`config.mk`:
```
export PLATFORM = sky130hd
export DESIGN_NAME = itp_dev_end_flat
export DESIGN_NICKNAME = d
export VERILOG_FILES = /design/src/itp_pkg.sv /design/src/itp_stream_if.sv /design/src/itp_dev_end.sv /design/src/itp_beat_reg.sv /design/src/flat_wrapper.sv
export VERILOG_INCLUDE_DIRS = /design/src /design/src/src
export SDC_FILE = /design/constraint.sdc
export NUM_CORES = 1
export LEC_CHECK = 0
export ABC_AREA = 1
export BUFFER_PORTS_ARGS = -buffer_cell sky130_fd_sc_hd__buf_4
export CORE_AREA = 2 2 260 262
export CTS_CLUSTER_SIZE = 10
export DETAILED_ROUTE_END_ITERATION = 8
export DIE_AREA = 0 0 262 264
export PLACE_DENSITY = 0.48
export SYNTH_ARGS = -nofsm -noshare
export SYNTH_HDL_FRONTEND = slang
export SYNTH_SLANG_ARGS = --single-unit
```
`constraint.sdc`:
```
create_clock -name mclk -period 1.75 [get_ports mclk]
set_input_delay 0.35 -clock mclk [delete_from_list [all_inputs] [get_ports mclk]]
set_output_delay 0.35 -clock mclk [all_outputs]
set_load 0.02 [all_outputs]
```
`src/itp_cfg.svh`:
```
`ifndef ITP_CFG_SVH
`define ITP_CFG_SVH
// =====================================================
// Widths and field positions
`define ITP_DATA_W     64
`define ITP_KEEP_W     8
`define ITP_USER_W     32
`define ITP_ID_W       16
`define ITP_KEEP_ALL   8'hFF
`define ITP_CRF_BIT    1
`define ITP_SRC_LO     16
`define ITP_ID8_MASK   16'h00FF
// =====================================================
// Register offsets of the user end
`define ITP_OFS_CTRL   8'h00
`define ITP_OFS_IDS    8'h04
`define ITP_OFS_DLO    8'h08
`define ITP_OFS_DHI    8'h0C
`define ITP_OFS_SEND   8'h10
`define ITP_OFS_STAT   8'h14
`define ITP_OFS_RLO    8'h18
`define ITP_OFS_RHI    8'h1C
`define ITP_OFS_THDR   8'h20
`define ITP_CTRL_RAW   0
`define ITP_CTRL_CRF   1
`define ITP_CTRL_ID8   2
`endif

```
`src/itp_pkg.sv`:
```
`include "itp_cfg.svh"
package itp_pkg;
  typedef struct packed {
    logic                   resp;
    logic [`ITP_DATA_W-1:0] data;
    logic [`ITP_KEEP_W-1:0] keep;
    logic                   last;
    logic [`ITP_USER_W-1:0] user;
  } itp_beat_s;
  // Gray along idle -> initiator -> target response
  typedef enum logic [1:0] {
    TX_IDLE = 2'b00,
    TX_IREQ = 2'b01,
    TX_TRSP = 2'b11
  } itp_tx_e;
  typedef struct packed {
    itp_tx_e txSel;
    logic    txFirst;
    logic    rxFirst;
    logic    rxResp;
  } itp_dev_s;
  typedef struct packed {
    logic                   valid;
    itp_beat_s              beat;
  } itp_slot_s;
endpackage

```
`src/itp_stream_if.sv`:
```
`include "itp_cfg.svh"
interface itp_stream_if;
  logic                   ireq_tvalid,  ireq_tready,  ireq_tlast;
  logic [`ITP_DATA_W-1:0] ireq_tdata;
  logic [`ITP_KEEP_W-1:0] ireq_tkeep;
  logic [`ITP_USER_W-1:0] ireq_tuser;
  logic                   iresp_tvalid, iresp_tready, iresp_tlast;
  logic [`ITP_DATA_W-1:0] iresp_tdata;
  logic [`ITP_KEEP_W-1:0] iresp_tkeep;
  logic [`ITP_USER_W-1:0] iresp_tuser;
  logic                   treq_tvalid,  treq_tready,  treq_tlast;
  logic [`ITP_DATA_W-1:0] treq_tdata;
  logic [`ITP_KEEP_W-1:0] treq_tkeep;
  logic [`ITP_USER_W-1:0] treq_tuser;
  logic                   tresp_tvalid, tresp_tready, tresp_tlast;
  logic [`ITP_DATA_W-1:0] tresp_tdata;
  logic [`ITP_KEEP_W-1:0] tresp_tkeep;
  logic [`ITP_USER_W-1:0] tresp_tuser;
  modport dev (
    input  ireq_tvalid, ireq_tdata, ireq_tkeep, ireq_tlast, ireq_tuser,
    output ireq_tready,
    output iresp_tvalid, iresp_tdata, iresp_tkeep, iresp_tlast, iresp_tuser,
    input  iresp_tready,
    output treq_tvalid, treq_tdata, treq_tkeep, treq_tlast, treq_tuser,
    input  treq_tready,
    input  tresp_tvalid, tresp_tdata, tresp_tkeep, tresp_tlast, tresp_tuser,
    output tresp_tready
  );
  modport usr (
    output ireq_tvalid, ireq_tdata, ireq_tkeep, ireq_tlast, ireq_tuser,
    input  ireq_tready,
    input  iresp_tvalid, iresp_tdata, iresp_tkeep, iresp_tlast, iresp_tuser,
    output iresp_tready,
    input  treq_tvalid, treq_tdata, treq_tkeep, treq_tlast, treq_tuser,
    output treq_tready,
    output tresp_tvalid, tresp_tdata, tresp_tkeep, tresp_tlast, tresp_tuser,
    input  tresp_tready
  );
endinterface

```
`src/itp_dev_end.sv`:
```
`include "itp_cfg.svh"
module itp_dev_end
  import itp_pkg::*;
(
  input  wire logic                   mclk,
  input  wire logic                   rst,
  itp_stream_if.dev                   port,
  input  wire logic                   rawFmt,
  input  wire logic                   crfEn,
  input  wire logic [`ITP_ID_W-1:0]   localId,
  output logic                        txValid,
  input  wire logic                   txReady,
  output logic [`ITP_DATA_W-1:0]      txData,
  output logic [`ITP_KEEP_W-1:0]      txKeep,
  output logic                        txLast,
  output logic [`ITP_USER_W-1:0]      txUser,
  output logic                        txResp,
  input  wire logic                   rxValid,
  output logic                        rxReady,
  input  wire logic [`ITP_DATA_W-1:0] rxData,
  input  wire logic [`ITP_KEEP_W-1:0] rxKeep,
  input  wire logic                   rxLast,
  input  wire logic                   rxResp,
  input  wire logic                   rxCrf,
  input  wire logic [`ITP_ID_W-1:0]   rxSrcId,
  input  wire logic [`ITP_ID_W-1:0]   rxDstId
);
  itp_dev_s  state_reg;
  itp_dev_s  state_next;
  logic      txInValid;
  logic      txInReady;
  itp_beat_s txInBeat;
  itp_beat_s txOutBeat;
  logic      irespInValid;
  logic      irespInReady;
  logic      treqInValid;
  logic      treqInReady;
  itp_beat_s rxBeat;
  itp_beat_s irespBeat;
  itp_beat_s treqBeat;
  logic      rxRouteResp;

  // =====================================================
  // Transmit side: packet-wise choice of initiator or target response
  always_comb begin
    state_next    = state_reg;
    txInValid     = 1'b0;
    txInBeat      = '0;
    port.ireq_tready  = 1'b0;
    port.tresp_tready = 1'b0;
    case (state_reg.txSel)
      TX_IDLE: begin
        // Initiator first; target answers wait while initiator requests keep coming
        if (port.ireq_tvalid) begin
          state_next.txSel = TX_IREQ;
        end else if (port.tresp_tvalid) begin
          state_next.txSel = TX_TRSP;
        end
      end
      TX_IREQ: begin
        txInValid        = port.ireq_tvalid;
        port.ireq_tready = txInReady;
        txInBeat.resp    = 1'b0;
        txInBeat.data    = port.ireq_tdata;
        txInBeat.last    = port.ireq_tlast;
        txInBeat.keep    = rawFmt ? port.ireq_tkeep : `ITP_KEEP_ALL;
        if (state_reg.txFirst) begin
          if (rawFmt) begin
            txInBeat.user[`ITP_CRF_BIT] = port.ireq_tuser[`ITP_CRF_BIT] & crfEn;
          end else begin
            txInBeat.user = {localId, port.ireq_tuser[`ITP_SRC_LO-1:0]};
          end
        end
      end
      TX_TRSP: begin
        txInValid         = port.tresp_tvalid;
        port.tresp_tready = txInReady;
        txInBeat.resp     = 1'b1;
        txInBeat.data     = port.tresp_tdata;
        txInBeat.last     = port.tresp_tlast;
        txInBeat.keep     = rawFmt ? port.tresp_tkeep : `ITP_KEEP_ALL;
        if (state_reg.txFirst) begin
          txInBeat.user = rawFmt ? {24'h0, 6'h0, port.tresp_tuser[`ITP_CRF_BIT] & crfEn, 1'b0}
                                 : port.tresp_tuser;
        end
      end
      default: begin
        state_next.txSel = TX_IDLE;
      end
    endcase
    if (txInValid && txInReady) begin
      state_next.txFirst = 1'b0;
      if (txInBeat.last) begin
        state_next.txFirst = 1'b1;
        state_next.txSel   = TX_IDLE;
      end
    end
    // =====================================================
    // Receive side: route by packet kind, decided on the first beat
    rxRouteResp = state_reg.rxFirst ? rxResp : state_reg.rxResp;
    rxBeat      = '0;
    rxBeat.resp = rxRouteResp;
    rxBeat.data = rxData;
    rxBeat.last = rxLast;
    // Keep all ones except raw last
    rxBeat.keep = (rawFmt && rxLast) ? rxKeep : `ITP_KEEP_ALL;
    if (state_reg.rxFirst) begin
      if (rawFmt) begin
        rxBeat.user[`ITP_CRF_BIT] = rxCrf;
      end else begin
        rxBeat.user = {rxSrcId, rxDstId};
      end
    end
    irespInValid = rxValid && rxRouteResp;
    treqInValid  = rxValid && !rxRouteResp;
    rxReady      = rxRouteResp ? irespInReady : treqInReady;
    if (rxValid && rxReady) begin
      state_next.rxFirst = rxLast;
      state_next.rxResp  = rxRouteResp;
    end
  end

  always_ff @(posedge mclk) begin
    if (rst) begin
      state_reg <= '{txSel: TX_IDLE, txFirst: 1'b1, rxFirst: 1'b1, rxResp: 1'b0};
    end else begin
      state_reg <= state_next;
    end
  end

  // =====================================================
  // Output stages: one per channel; both receive stages share the rx input, so a stall on one blocks the other
  // Held until accepted
  itp_beat_reg txStage (
    .mclk     (mclk),
    .rst      (rst),
    .inValid  (txInValid),
    .inReady  (txInReady),
    .inBeat   (txInBeat),
    .outValid (txValid),
    .outReady (txReady),
    .outBeat  (txOutBeat)
  );

  itp_beat_reg irespStage (
    .mclk     (mclk),
    .rst      (rst),
    .inValid  (irespInValid),
    .inReady  (irespInReady),
    .inBeat   (rxBeat),
    .outValid (port.iresp_tvalid),
    .outReady (port.iresp_tready),
    .outBeat  (irespBeat)
  );

  itp_beat_reg treqStage (
    .mclk     (mclk),
    .rst      (rst),
    .inValid  (treqInValid),
    .inReady  (treqInReady),
    .inBeat   (rxBeat),
    .outValid (port.treq_tvalid),
    .outReady (port.treq_tready),
    .outBeat  (treqBeat)
  );

  assign txData           = txOutBeat.data;
  assign txKeep           = txOutBeat.keep;
  assign txLast           = txOutBeat.last;
  assign txUser           = txOutBeat.user;
  assign txResp           = txOutBeat.resp;
  assign port.iresp_tdata = irespBeat.data;
  assign port.iresp_tkeep = irespBeat.keep;
  assign port.iresp_tlast = irespBeat.last;
  assign port.iresp_tuser = irespBeat.user;
  assign port.treq_tdata  = treqBeat.data;
  assign port.treq_tkeep  = treqBeat.keep;
  assign port.treq_tlast  = treqBeat.last;
  assign port.treq_tuser  = treqBeat.user;
endmodule // itp_dev_end

```
`src/itp_beat_reg.sv`:
```
// =====================================================
// One-beat register stage; data leaves from flip-flops
module itp_beat_reg
  import itp_pkg::*;
(
  input  wire logic      mclk,
  input  wire logic      rst,
  input  wire logic      inValid,
  output logic           inReady,
  input  wire itp_beat_s inBeat,
  output logic           outValid,
  input  wire logic      outReady,
  output itp_beat_s      outBeat
);
  itp_slot_s slot_reg;
  itp_slot_s slot_next;

  // Refill in the same cycle the held beat leaves, so full rate is kept
  assign inReady  = !slot_reg.valid || outReady;
  assign outValid = slot_reg.valid;
  assign outBeat  = slot_reg.beat;

  always_comb begin
    slot_next = slot_reg;
    if (outReady) begin
      slot_next.valid = 1'b0;
    end
    if (inValid && inReady) begin
      slot_next.valid = 1'b1;
      slot_next.beat  = inBeat;
    end
  end

  always_ff @(posedge mclk) begin
    if (rst) begin
      slot_reg <= '0;
    end else begin
      slot_reg <= slot_next;
    end
  end
endmodule // itp_beat_reg

```
`src/flat_wrapper.sv`:
```
// flat-port wrapper written by rule: the top's interface ports become plain ports
module itp_dev_end_flat import itp_pkg::*;
  (mclk, rst, rawFmt, crfEn, localId, txValid, txReady, txData, txKeep, txLast, txUser, txResp, rxValid, rxReady, rxData, rxKeep, rxLast, rxResp, rxCrf, rxSrcId, rxDstId, port_ireq_tvalid, port_ireq_tdata, port_ireq_tkeep, port_ireq_tlast, port_ireq_tuser, port_ireq_tready, port_iresp_tvalid, port_iresp_tdata, port_iresp_tkeep, port_iresp_tlast, port_iresp_tuser, port_iresp_tready, port_treq_tvalid, port_treq_tdata, port_treq_tkeep, port_treq_tlast, port_treq_tuser, port_treq_tready, port_tresp_tvalid, port_tresp_tdata, port_tresp_tkeep, port_tresp_tlast, port_tresp_tuser, port_tresp_tready);
  itp_stream_if port_i ();
  input  wire logic mclk;
  input  wire logic rst;
  input  wire logic rawFmt;
  input  wire logic crfEn;
  input  wire logic [`ITP_ID_W-1:0] localId;
  output logic txValid;
  input  wire logic txReady;
  output logic [`ITP_DATA_W-1:0] txData;
  output logic [`ITP_KEEP_W-1:0] txKeep;
  output logic txLast;
  output logic [`ITP_USER_W-1:0] txUser;
  output logic txResp;
  input  wire logic rxValid;
  output logic rxReady;
  input  wire logic [`ITP_DATA_W-1:0] rxData;
  input  wire logic [`ITP_KEEP_W-1:0] rxKeep;
  input  wire logic rxLast;
  input  wire logic rxResp;
  input  wire logic rxCrf;
  input  wire logic [`ITP_ID_W-1:0] rxSrcId;
  input  wire logic [`ITP_ID_W-1:0] rxDstId;
  input wire logic [$bits(port_i.ireq_tvalid)-1:0] port_ireq_tvalid;
  input wire logic [$bits(port_i.ireq_tdata)-1:0] port_ireq_tdata;
  input wire logic [$bits(port_i.ireq_tkeep)-1:0] port_ireq_tkeep;
  input wire logic [$bits(port_i.ireq_tlast)-1:0] port_ireq_tlast;
  input wire logic [$bits(port_i.ireq_tuser)-1:0] port_ireq_tuser;
  output wire logic [$bits(port_i.ireq_tready)-1:0] port_ireq_tready;
  output wire logic [$bits(port_i.iresp_tvalid)-1:0] port_iresp_tvalid;
  output wire logic [$bits(port_i.iresp_tdata)-1:0] port_iresp_tdata;
  output wire logic [$bits(port_i.iresp_tkeep)-1:0] port_iresp_tkeep;
  output wire logic [$bits(port_i.iresp_tlast)-1:0] port_iresp_tlast;
  output wire logic [$bits(port_i.iresp_tuser)-1:0] port_iresp_tuser;
  input wire logic [$bits(port_i.iresp_tready)-1:0] port_iresp_tready;
  output wire logic [$bits(port_i.treq_tvalid)-1:0] port_treq_tvalid;
  output wire logic [$bits(port_i.treq_tdata)-1:0] port_treq_tdata;
  output wire logic [$bits(port_i.treq_tkeep)-1:0] port_treq_tkeep;
  output wire logic [$bits(port_i.treq_tlast)-1:0] port_treq_tlast;
  output wire logic [$bits(port_i.treq_tuser)-1:0] port_treq_tuser;
  input wire logic [$bits(port_i.treq_tready)-1:0] port_treq_tready;
  input wire logic [$bits(port_i.tresp_tvalid)-1:0] port_tresp_tvalid;
  input wire logic [$bits(port_i.tresp_tdata)-1:0] port_tresp_tdata;
  input wire logic [$bits(port_i.tresp_tkeep)-1:0] port_tresp_tkeep;
  input wire logic [$bits(port_i.tresp_tlast)-1:0] port_tresp_tlast;
  input wire logic [$bits(port_i.tresp_tuser)-1:0] port_tresp_tuser;
  output wire logic [$bits(port_i.tresp_tready)-1:0] port_tresp_tready;
  assign port_i.ireq_tvalid = port_ireq_tvalid;
  assign port_i.ireq_tdata = port_ireq_tdata;
  assign port_i.ireq_tkeep = port_ireq_tkeep;
  assign port_i.ireq_tlast = port_ireq_tlast;
  assign port_i.ireq_tuser = port_ireq_tuser;
  assign port_ireq_tready = port_i.ireq_tready;
  assign port_iresp_tvalid = port_i.iresp_tvalid;
  assign port_iresp_tdata = port_i.iresp_tdata;
  assign port_iresp_tkeep = port_i.iresp_tkeep;
  assign port_iresp_tlast = port_i.iresp_tlast;
  assign port_iresp_tuser = port_i.iresp_tuser;
  assign port_i.iresp_tready = port_iresp_tready;
  assign port_treq_tvalid = port_i.treq_tvalid;
  assign port_treq_tdata = port_i.treq_tdata;
  assign port_treq_tkeep = port_i.treq_tkeep;
  assign port_treq_tlast = port_i.treq_tlast;
  assign port_treq_tuser = port_i.treq_tuser;
  assign port_i.treq_tready = port_treq_tready;
  assign port_i.tresp_tvalid = port_tresp_tvalid;
  assign port_i.tresp_tdata = port_tresp_tdata;
  assign port_i.tresp_tkeep = port_tresp_tkeep;
  assign port_i.tresp_tlast = port_tresp_tlast;
  assign port_i.tresp_tuser = port_tresp_tuser;
  assign port_tresp_tready = port_i.tresp_tready;
  itp_dev_end u_core (.mclk(mclk), .rst(rst), .port(port_i), .rawFmt(rawFmt), .crfEn(crfEn), .localId(localId), .txValid(txValid), .txReady(txReady), .txData(txData), .txKeep(txKeep), .txLast(txLast), .txUser(txUser), .txResp(txResp), .rxValid(rxValid), .rxReady(rxReady), .rxData(rxData), .rxKeep(rxKeep), .rxLast(rxLast), .rxResp(rxResp), .rxCrf(rxCrf), .rxSrcId(rxSrcId), .rxDstId(rxDstId));
endmodule
```
==> results.txt, run 1 <==
Worst R2R Setup Slack: 0.16 ns
relative slew slack: 0.634
Reg clk slew, reported paths: 0.05 ns
nets: 2931
TritonCTS clock tree: done
share of layout cells above drive strength 1: 0.309
Crit path max-delay family: flip-flops
Period minus WS final: 1.72 ns
area growth from synthesis to layout: 52.6%
io pins: 665
period utilization: 0.982
hpwl dp: 43600 µm
DR pass1 iterations: 5
largest net degree at the start of global routing: 101
Wirelength per Cell: 17.2 µm
Crit-path slowest cell: dfxtp_2
vias in the first global route: 14.6k
post-route setup slack: 0.0307 ns
compound-gate portion of the synthesized area: 0.104
unrepaired setup endpoints after global routing: yes
area share of fa/ha/maj cells after synthesis: 0
Final GP Congestion: 0.889
Seq pwr share: 0.399
Netlist cell types: 25
Leak: 9.83 nW
fmax: 0.582 GHz
peak supply drop: 0.645 mV
worst skew pair latency: 0.55 ns
core area: 66600 µm²
Internal Power: 14.5 mW
Clock Power Share: 0.363
crit-path cells: inv_2 -> nand2_2 -> nand2_4 -> o21ai_2 -> buf_6
Clock Sinks: 324
Hold Fails Final Rpt: 0
largest family of logic cells by synthesized area: simple AND/OR/NAND/NOR gates
vias per inst: 4.38
post-synthesis mux area share: 0
number of flip-flops in the largest register: 106
max cap viols: 0
Netlist Area Pre-Place: 13700 µm²
Synth Warn #: 0
antenna-violating nets left: 0
WP data arrival: 1.37 ns
die area: 69200 µm²
Synthesized Nets: 2342
CTS buffer count: 40
PD cells: 999 nW/µm²
final clock skew: 0.0207 ns
hold_buf cts: 0
Clock Root Buffer: clkbuf_16
Switching Share: 0.308
combinational group share of total power: 0.238
die width: 262 µm
worst slack at placement: 0.155 ns
Crit path buffers/inverters: 2
sequential area share after synthesis: 0.473
starting density of the core: 0.206
Routed WL: 59800 µm
first-pass GRT wire length: 87300 µm
DRC Markers: 0
# setup viols final: 0
Synth Area in Simple Gates: 0.346
Psw: 6.45 mW
max-slew violations: 0
H-tree Lvls: 2
status: complete, no violations
syn_area_per_cell: 6.87 µm²
grt ovf: 0
CP Max Fanout: 4
CP required: 1.40 ns
drt first-iter violations: 673
DR vias: 15.2k
worst hold path class: in2reg
die height: 264 µm
worst slew pin tran: 0.550 ns
Max clock buf depth: 3
Synth Register Bits: 324
row count: 95
cells after synthesis: 1999
antenna violations before repair: 6
Final Hold Slack: 0.0553 ns
Overall Global Routing Usage: 0.163
crit-path max cell delay: 0.35 ns
CP endpoint kind: output port
Synth Area in XOR/XNOR: 0
CP Launch Type: flop
critical path class: reg2out
Port Buffer Count: 648
[Yosys cell counts]
master    instances  share of area
a21oi_1          99          0.036
a21oi_2           3         0.0019
a31oi_1           1        0.00046
buf_1            14         0.0038
buf_12            1         0.0015
buf_2            62          0.023
buf_4             6         0.0033
buf_6             7         0.0057
clkbuf_1         70          0.019
dfxtp_1         324           0.47
inv_1            71          0.019
inv_2             4         0.0011
nand2_1         484           0.13
nand2_2          12         0.0055
nand3_1          70          0.026
nand3_2           3         0.0022
nand4_1          96          0.044
nor2_1          479           0.13
nor2_2            1        0.00046
nor2_4            1        0.00082
nor3_1            1        0.00036
nor3_2            1        0.00073
o21ai_0         142          0.052
o21ai_1          39          0.014
or2_2             8         0.0036
[cell type report]
cell class	count	area (µm²)
antenna	1	2.50
clock buffer	53	1080
clock inverter	5	65.1
fill	7249	45600
inverter	75	288
multi-input combinational	1440	6250
sequential	324	6500
tap	873	1090
timing repair buffer	707	5670
[worst min-delay path: cells and delay by family]
family	cells	cell delay, ns
buffers and inverters	1	0.09
and+or+nand+nor	1	0.08
AOI/OAI and AO/OA	1	0.07
[worst paths after layout]
check,startpoint,depth (start not counted),endpoint
setup / recovery,u_core.state_reg[1],5,rxReady
hold / removal,rxData[43],3,u_core.treqStage.outBeat[84]
setup reg to reg,u_core.state_reg[3],8,u_core.txStage.outBeat[80]
hold reg to reg,u_core.irespStage.outBeat[103],2,u_core.irespStage.outBeat[103]
[cells by family (layout without fill, tap and decap cells)]
family | count (synthesis) | in the layout
other | 0 | 1
AND/OR/NAND/NOR | 1156 | 1156
AO/OA/AOI/OAI | 284 | 284
flip-flops | 324 | 324
buffers and inverters | 235 | 840
[cells in the final DEF, fill, tap and decap left out]
| cell | Yosys | layout |
|---|---|---|
| buf_6 | 7 | 2 |
| clkinv_8 | 0 | 1 |
| dfxtp_2 | 0 | 4 |
| nand3_1 | 70 | 69 |
| bufinv_16 | 0 | 1 |
| o21ai_0 | 142 | 141 |
| buf_4 | 6 | 677 |
| a21oi_1 | 99 | 99 |
| nand2_1 | 484 | 481 |
| nand4_1 | 96 | 96 |
| nand2_4 | 0 | 2 |
| a21oi_2 | 3 | 2 |
| nand2_2 | 12 | 13 |
| a31oi_1 | 1 | 1 |
| inv_2 | 4 | 5 |
| nand3_4 | 0 | 2 |
| nor2_2 | 1 | 1 |
| diode_2 | 0 | 1 |
| inv_6 | 0 | 2 |
| nand3_2 | 3 | 2 |
| inv_1 | 71 | 68 |
| o21ai_2 | 0 | 1 |
| nor3_2 | 1 | 2 |
| clkinv_2 | 0 | 3 |
| o21ai_1 | 39 | 39 |
| clkbuf_16 | 0 | 40 |
| clkbuf_1 | 70 | 10 |
| a21oi_4 | 0 | 1 |
| nor2_4 | 1 | 2 |
| or2_2 | 8 | 8 |
| dfxtp_1 | 324 | 318 |
| dfxtp_4 | 0 | 2 |
| nor2_1 | 479 | 478 |
| clkbuf_8 | 0 | 3 |
| buf_12 | 1 | 28 |
[power groups by stage]
stage	combinational (mW)	sequential [mW]	clock (mW)
after floorplan	1.82	9.19	0
after global placement	5.00	8.48	0
after detailed placement	5.01	8.51	0
after CTS	5.05	8.35	7.92
after global routing	5.45	8.42	8.21
final	4.98	8.35	7.59
[routing by layer]
| metal | GRT usage | part of all wire | vias up |
|---|---|---|---|
| met3 | 0.0826 | 0.13 | 87 |
| li1 | - | - | 7569 |
| met1 | 0.185 | 0.39 | 6980 |
| met5 | 0 | 0.00075 | - |
| met2 | 0.270 | 0.46 | 587 |
| met4 | 0.0424 | 0.021 | 8 |
[repair_timing]
item,4_1_cts,5_1_grt
buffers inserted,5,0
pin swaps,3,0
setup endpoints to repair,3,3
gates resized for setup,14,4
[per-stage QoR]
stage               TNS, ns  instance area (µm²)  instances  power [mW]  utilization
floorplan                 0                13700       1999        11.0            -
global placement          0                19700       3415        13.5        0.296
detailed placement        0                19700       3415        13.5        0.296
CTS                 -0.0118                20900       3477        21.3        0.314
global route        -0.0655                20900       3478        22.1        0.315
finish                    0                20900       3478        20.9        0.315
Note: power is estimated with default switching activity, not from simulation.
==> run 2, diff against run 1 <==
Settings changed: SETUP_SLACK_MARGIN set to 0.2.
==> run 2 against run 1 <==
Compared with the run above:
- sequential share of layout area fell by 2.5 points
- largest power group unchanged
- non-clock buffer count rose by 73
- hold slack got worse by 0.022 ns
- largest cell class is now buffers
- register-to-register slack got worse by 0.02 ns
- clock skew fell by 0.0051 ns
==> results.txt, run 2 (same netlist as run 1, synthesis figures left out) <==
vias in the first global route: 14.7k (+0.62%)
DR vias: 15.7k (+2.9%)
number of cells on the worst reg-to-reg path: 10 (+2)
share of layout cells above drive strength 1: 0.367 (+0.0586)
DRC Markers: 0 (unchanged)
CP Launch Type: flop
core area: 66600 µm² (unchanged)
GRT met3 Usage: 0.0718 (-0.0108)
die height: 264 µm (unchanged)
vias per inst: 4.41 (+0.65%)
Hold Crit Depth: 3 (unchanged)
worst slack at placement: 0.0996 ns (-0.0554 ns)
WP data arrival: 1.38 ns (about the same)
reg2reg start: u_core.state_reg[4]
end of the worst register-to-register path: u_core.txStage.outBeat[28]
dpl cells: 3427 (+0.35%)
max-slew violations: 0 (unchanged)
non-filler cells, final: 3555 (+2.2%)
drt first-iter violations: 779 (+16%)
die area: 69200 µm² (unchanged)
die width: 262 µm (unchanged)
post-route setup slack: 0.0168 ns (-0.0139 ns)
crit-path max cell delay: 0.36 ns (about the same)
setup TNS: 0 ns (unchanged)
Hold EP: u_core.treqStage.outBeat[51]
status: complete, no violations
Wirelength per Cell: 18.6 µm (+8.0%)
Hold Fails Final Rpt: 0 (unchanged)
antenna violations before repair: 2 (-4)
Filler cells: 7131 (-1.6%)
Min-Delay Startpoint: rxData[10]
CTS buffer count: 40 (unchanged)
fmax: 0.577 GHz (-0.80%)
multi-input logic area: 6800 µm² (+8.9%)
critical path class: reg2out
largest net degree at the start of global routing: 101 (unchanged)
Worst R2R Setup Slack: 0.14 ns (-0.02 ns)
Reg clk slew, reported paths: 0.05 ns (about the same)
Crit-path slowest cell: dfxtp_4
Final GP Congestion: 0.862 (-3.0%)
starting density of the core: 0.206 (unchanged)
worst skew pair latency: 0.56 ns (about the same)
Overall Global Routing Usage: 0.160 (-0.00285)
unrepaired setup endpoints after global routing: yes
relative slew slack: 0.590 (-0.0435)
antenna-violating nets left: 0 (unchanged)
worst hold path class: in2reg
H-tree Lvls: 2 (unchanged)
Leak: 10.6 nW (+7.9%)
M2 GR Usage: 0.271 (+0.00114)
DR pass1 iterations: 5 (unchanged)
Clock Root Buffer: clkbuf_16
Port Buffer Count: 648 (unchanged)
Util after Layout: 0.342 (+0.0273)
CP Max Fanout: 16 (+12)
Routed WL: 66000 µm (+10%)
global-route layer with the greatest usage: met2
peak supply drop: 0.662 mV (+2.7%)
met1 usage: 0.179 (-0.00583)
most frequent cells in the layout: buf_4 (698), nand2_1 (471), nor2_1 (398)
first-pass GRT wire length: 86100 µm (-1.4%)
final clock skew: 0.0156 ns (-0.00512 ns)
Max clock buf depth: 3 (unchanged)
hpwl dp: 43500 µm (-0.29%)
CP endpoint kind: output port
worst slew pin tran: 0.615 ns (+0.0653 ns)
crit-path cells: buf_12 -> nor3_4 -> buf_6
# setup viols final: 0 (unchanged)
Clock Sinks: 324 (unchanged)
grt ovf: 0 (unchanged)
PD cells: 969 nW/µm² (-3.0%)
Period minus WS final: 1.73 ns (+0.0139 ns)
area growth from synthesis to layout: 65.8%
number of flip-flops in the largest register: 106 (unchanged)
register area: 6500 µm² (unchanged)
most common cell after layout, fill and taps aside: buf_4
CP required: 1.40 ns (about the same)
row count: 95 (unchanged)
io pins: 665 (unchanged)
hold_buf cts: 0 (unchanged)
TritonCTS clock tree: done
nets: 3007 (+2.6%)
period utilization: 0.990 (+0.00794)
max cap viols: 0 (unchanged)
==> run 2: changes by cell type in the layout (fill, tap and decap cells not counted), moves of 21 or more <==
| cell | delta |
|---|---|
| o21ai_0 | -32 |
| nor2_2 | +40 |
| buf_4 | +21 |
| clkbuf_16 | +26 |
| nor2_1 | -80 |
| nor2_4 | +40 |
==> run 2: worst max-delay path by stage <==
stage,endpoint,cells past startpoint,from
global route,port_ireq_tready,3,u_core.state_reg[4]
global placement,u_core.irespStage.outBeat[2],6,u_core.state_reg[1]
finish,port_ireq_tready,3,u_core.state_reg[4]
detailed placement,u_core.irespStage.outBeat[2],6,u_core.state_reg[1]
floorplan,port_ireq_tready,3,u_core.state_reg[4]
CTS,port_ireq_tready,3,u_core.state_reg[4]
==> run 2: worst max-delay path: cells and delay by family, from the launching register on <==
| family | cells | cell delay (ns) |
|---|---|---|
| flip-flops | 1 | 0.36 |
| AND/OR/NAND/NOR | 1 | 0.19 |
| buffers and inverters | 2 | 0.30 |
==> run 2: power breakdown <==
group          internal, mW  switching, mW  leakage (nW)
registers              8.00          0.405          2.66
logic                  2.62           3.32          7.38
clock network          4.43           3.27         0.568
total                  15.1           7.00          10.6
==> run 2: metal layers <==
layer | vias up | share of wire
li1 | 7736 | -
met1 | 7220 | 0.38
met2 | 620 | 0.48
met3 | 92 | 0.11
met4 | 2 | 0.027
met5 | - | 0.00020
==> run 2: layout make-up <==
type,count,share of cell area
Clock inverter,4,0.00258
Sequential cell,324,0.286
Inverter,75,0.0140
Clock buffer,55,0.0492
Timing Repair inverter,2,0.00110
Tap cell,873,0.0480
Timing Repair Buffer,780,0.301
Antenna cell,1,0.000110
Multi-Input combinational cell,1441,0.299
==> run 2: what timing repair did <==
| item | CTS | global route |
|---|---|---|
| resized for setup | 35 | 216 |
| pin swaps | 4 | 81 |
| setup endpoints to repair | 14 | 201 |
| setup buffers | 8 | 27 |
| endpoints found under the hold margin | 0 | 0 |
| cloned | 0 | 33 |
==> run 2: metrics by stage <==
| stage | power, mW | area, µm² | hold slack (ns) |
|---|---|---|---|
| 3_5_place_dp | 13.6 | 19800 | 0.456 |
| 5_1_grt | 23.1 | 22800 | 0.0279 |
| 2_1_floorplan | 11.0 | 13700 | 0.451 |
| 6_report | 22.1 | 22800 | 0.0331 |
| 3_3_place_gp | 13.5 | 19800 | 0.451 |
| 4_1_cts | 21.5 | 21100 | 0.00654 |
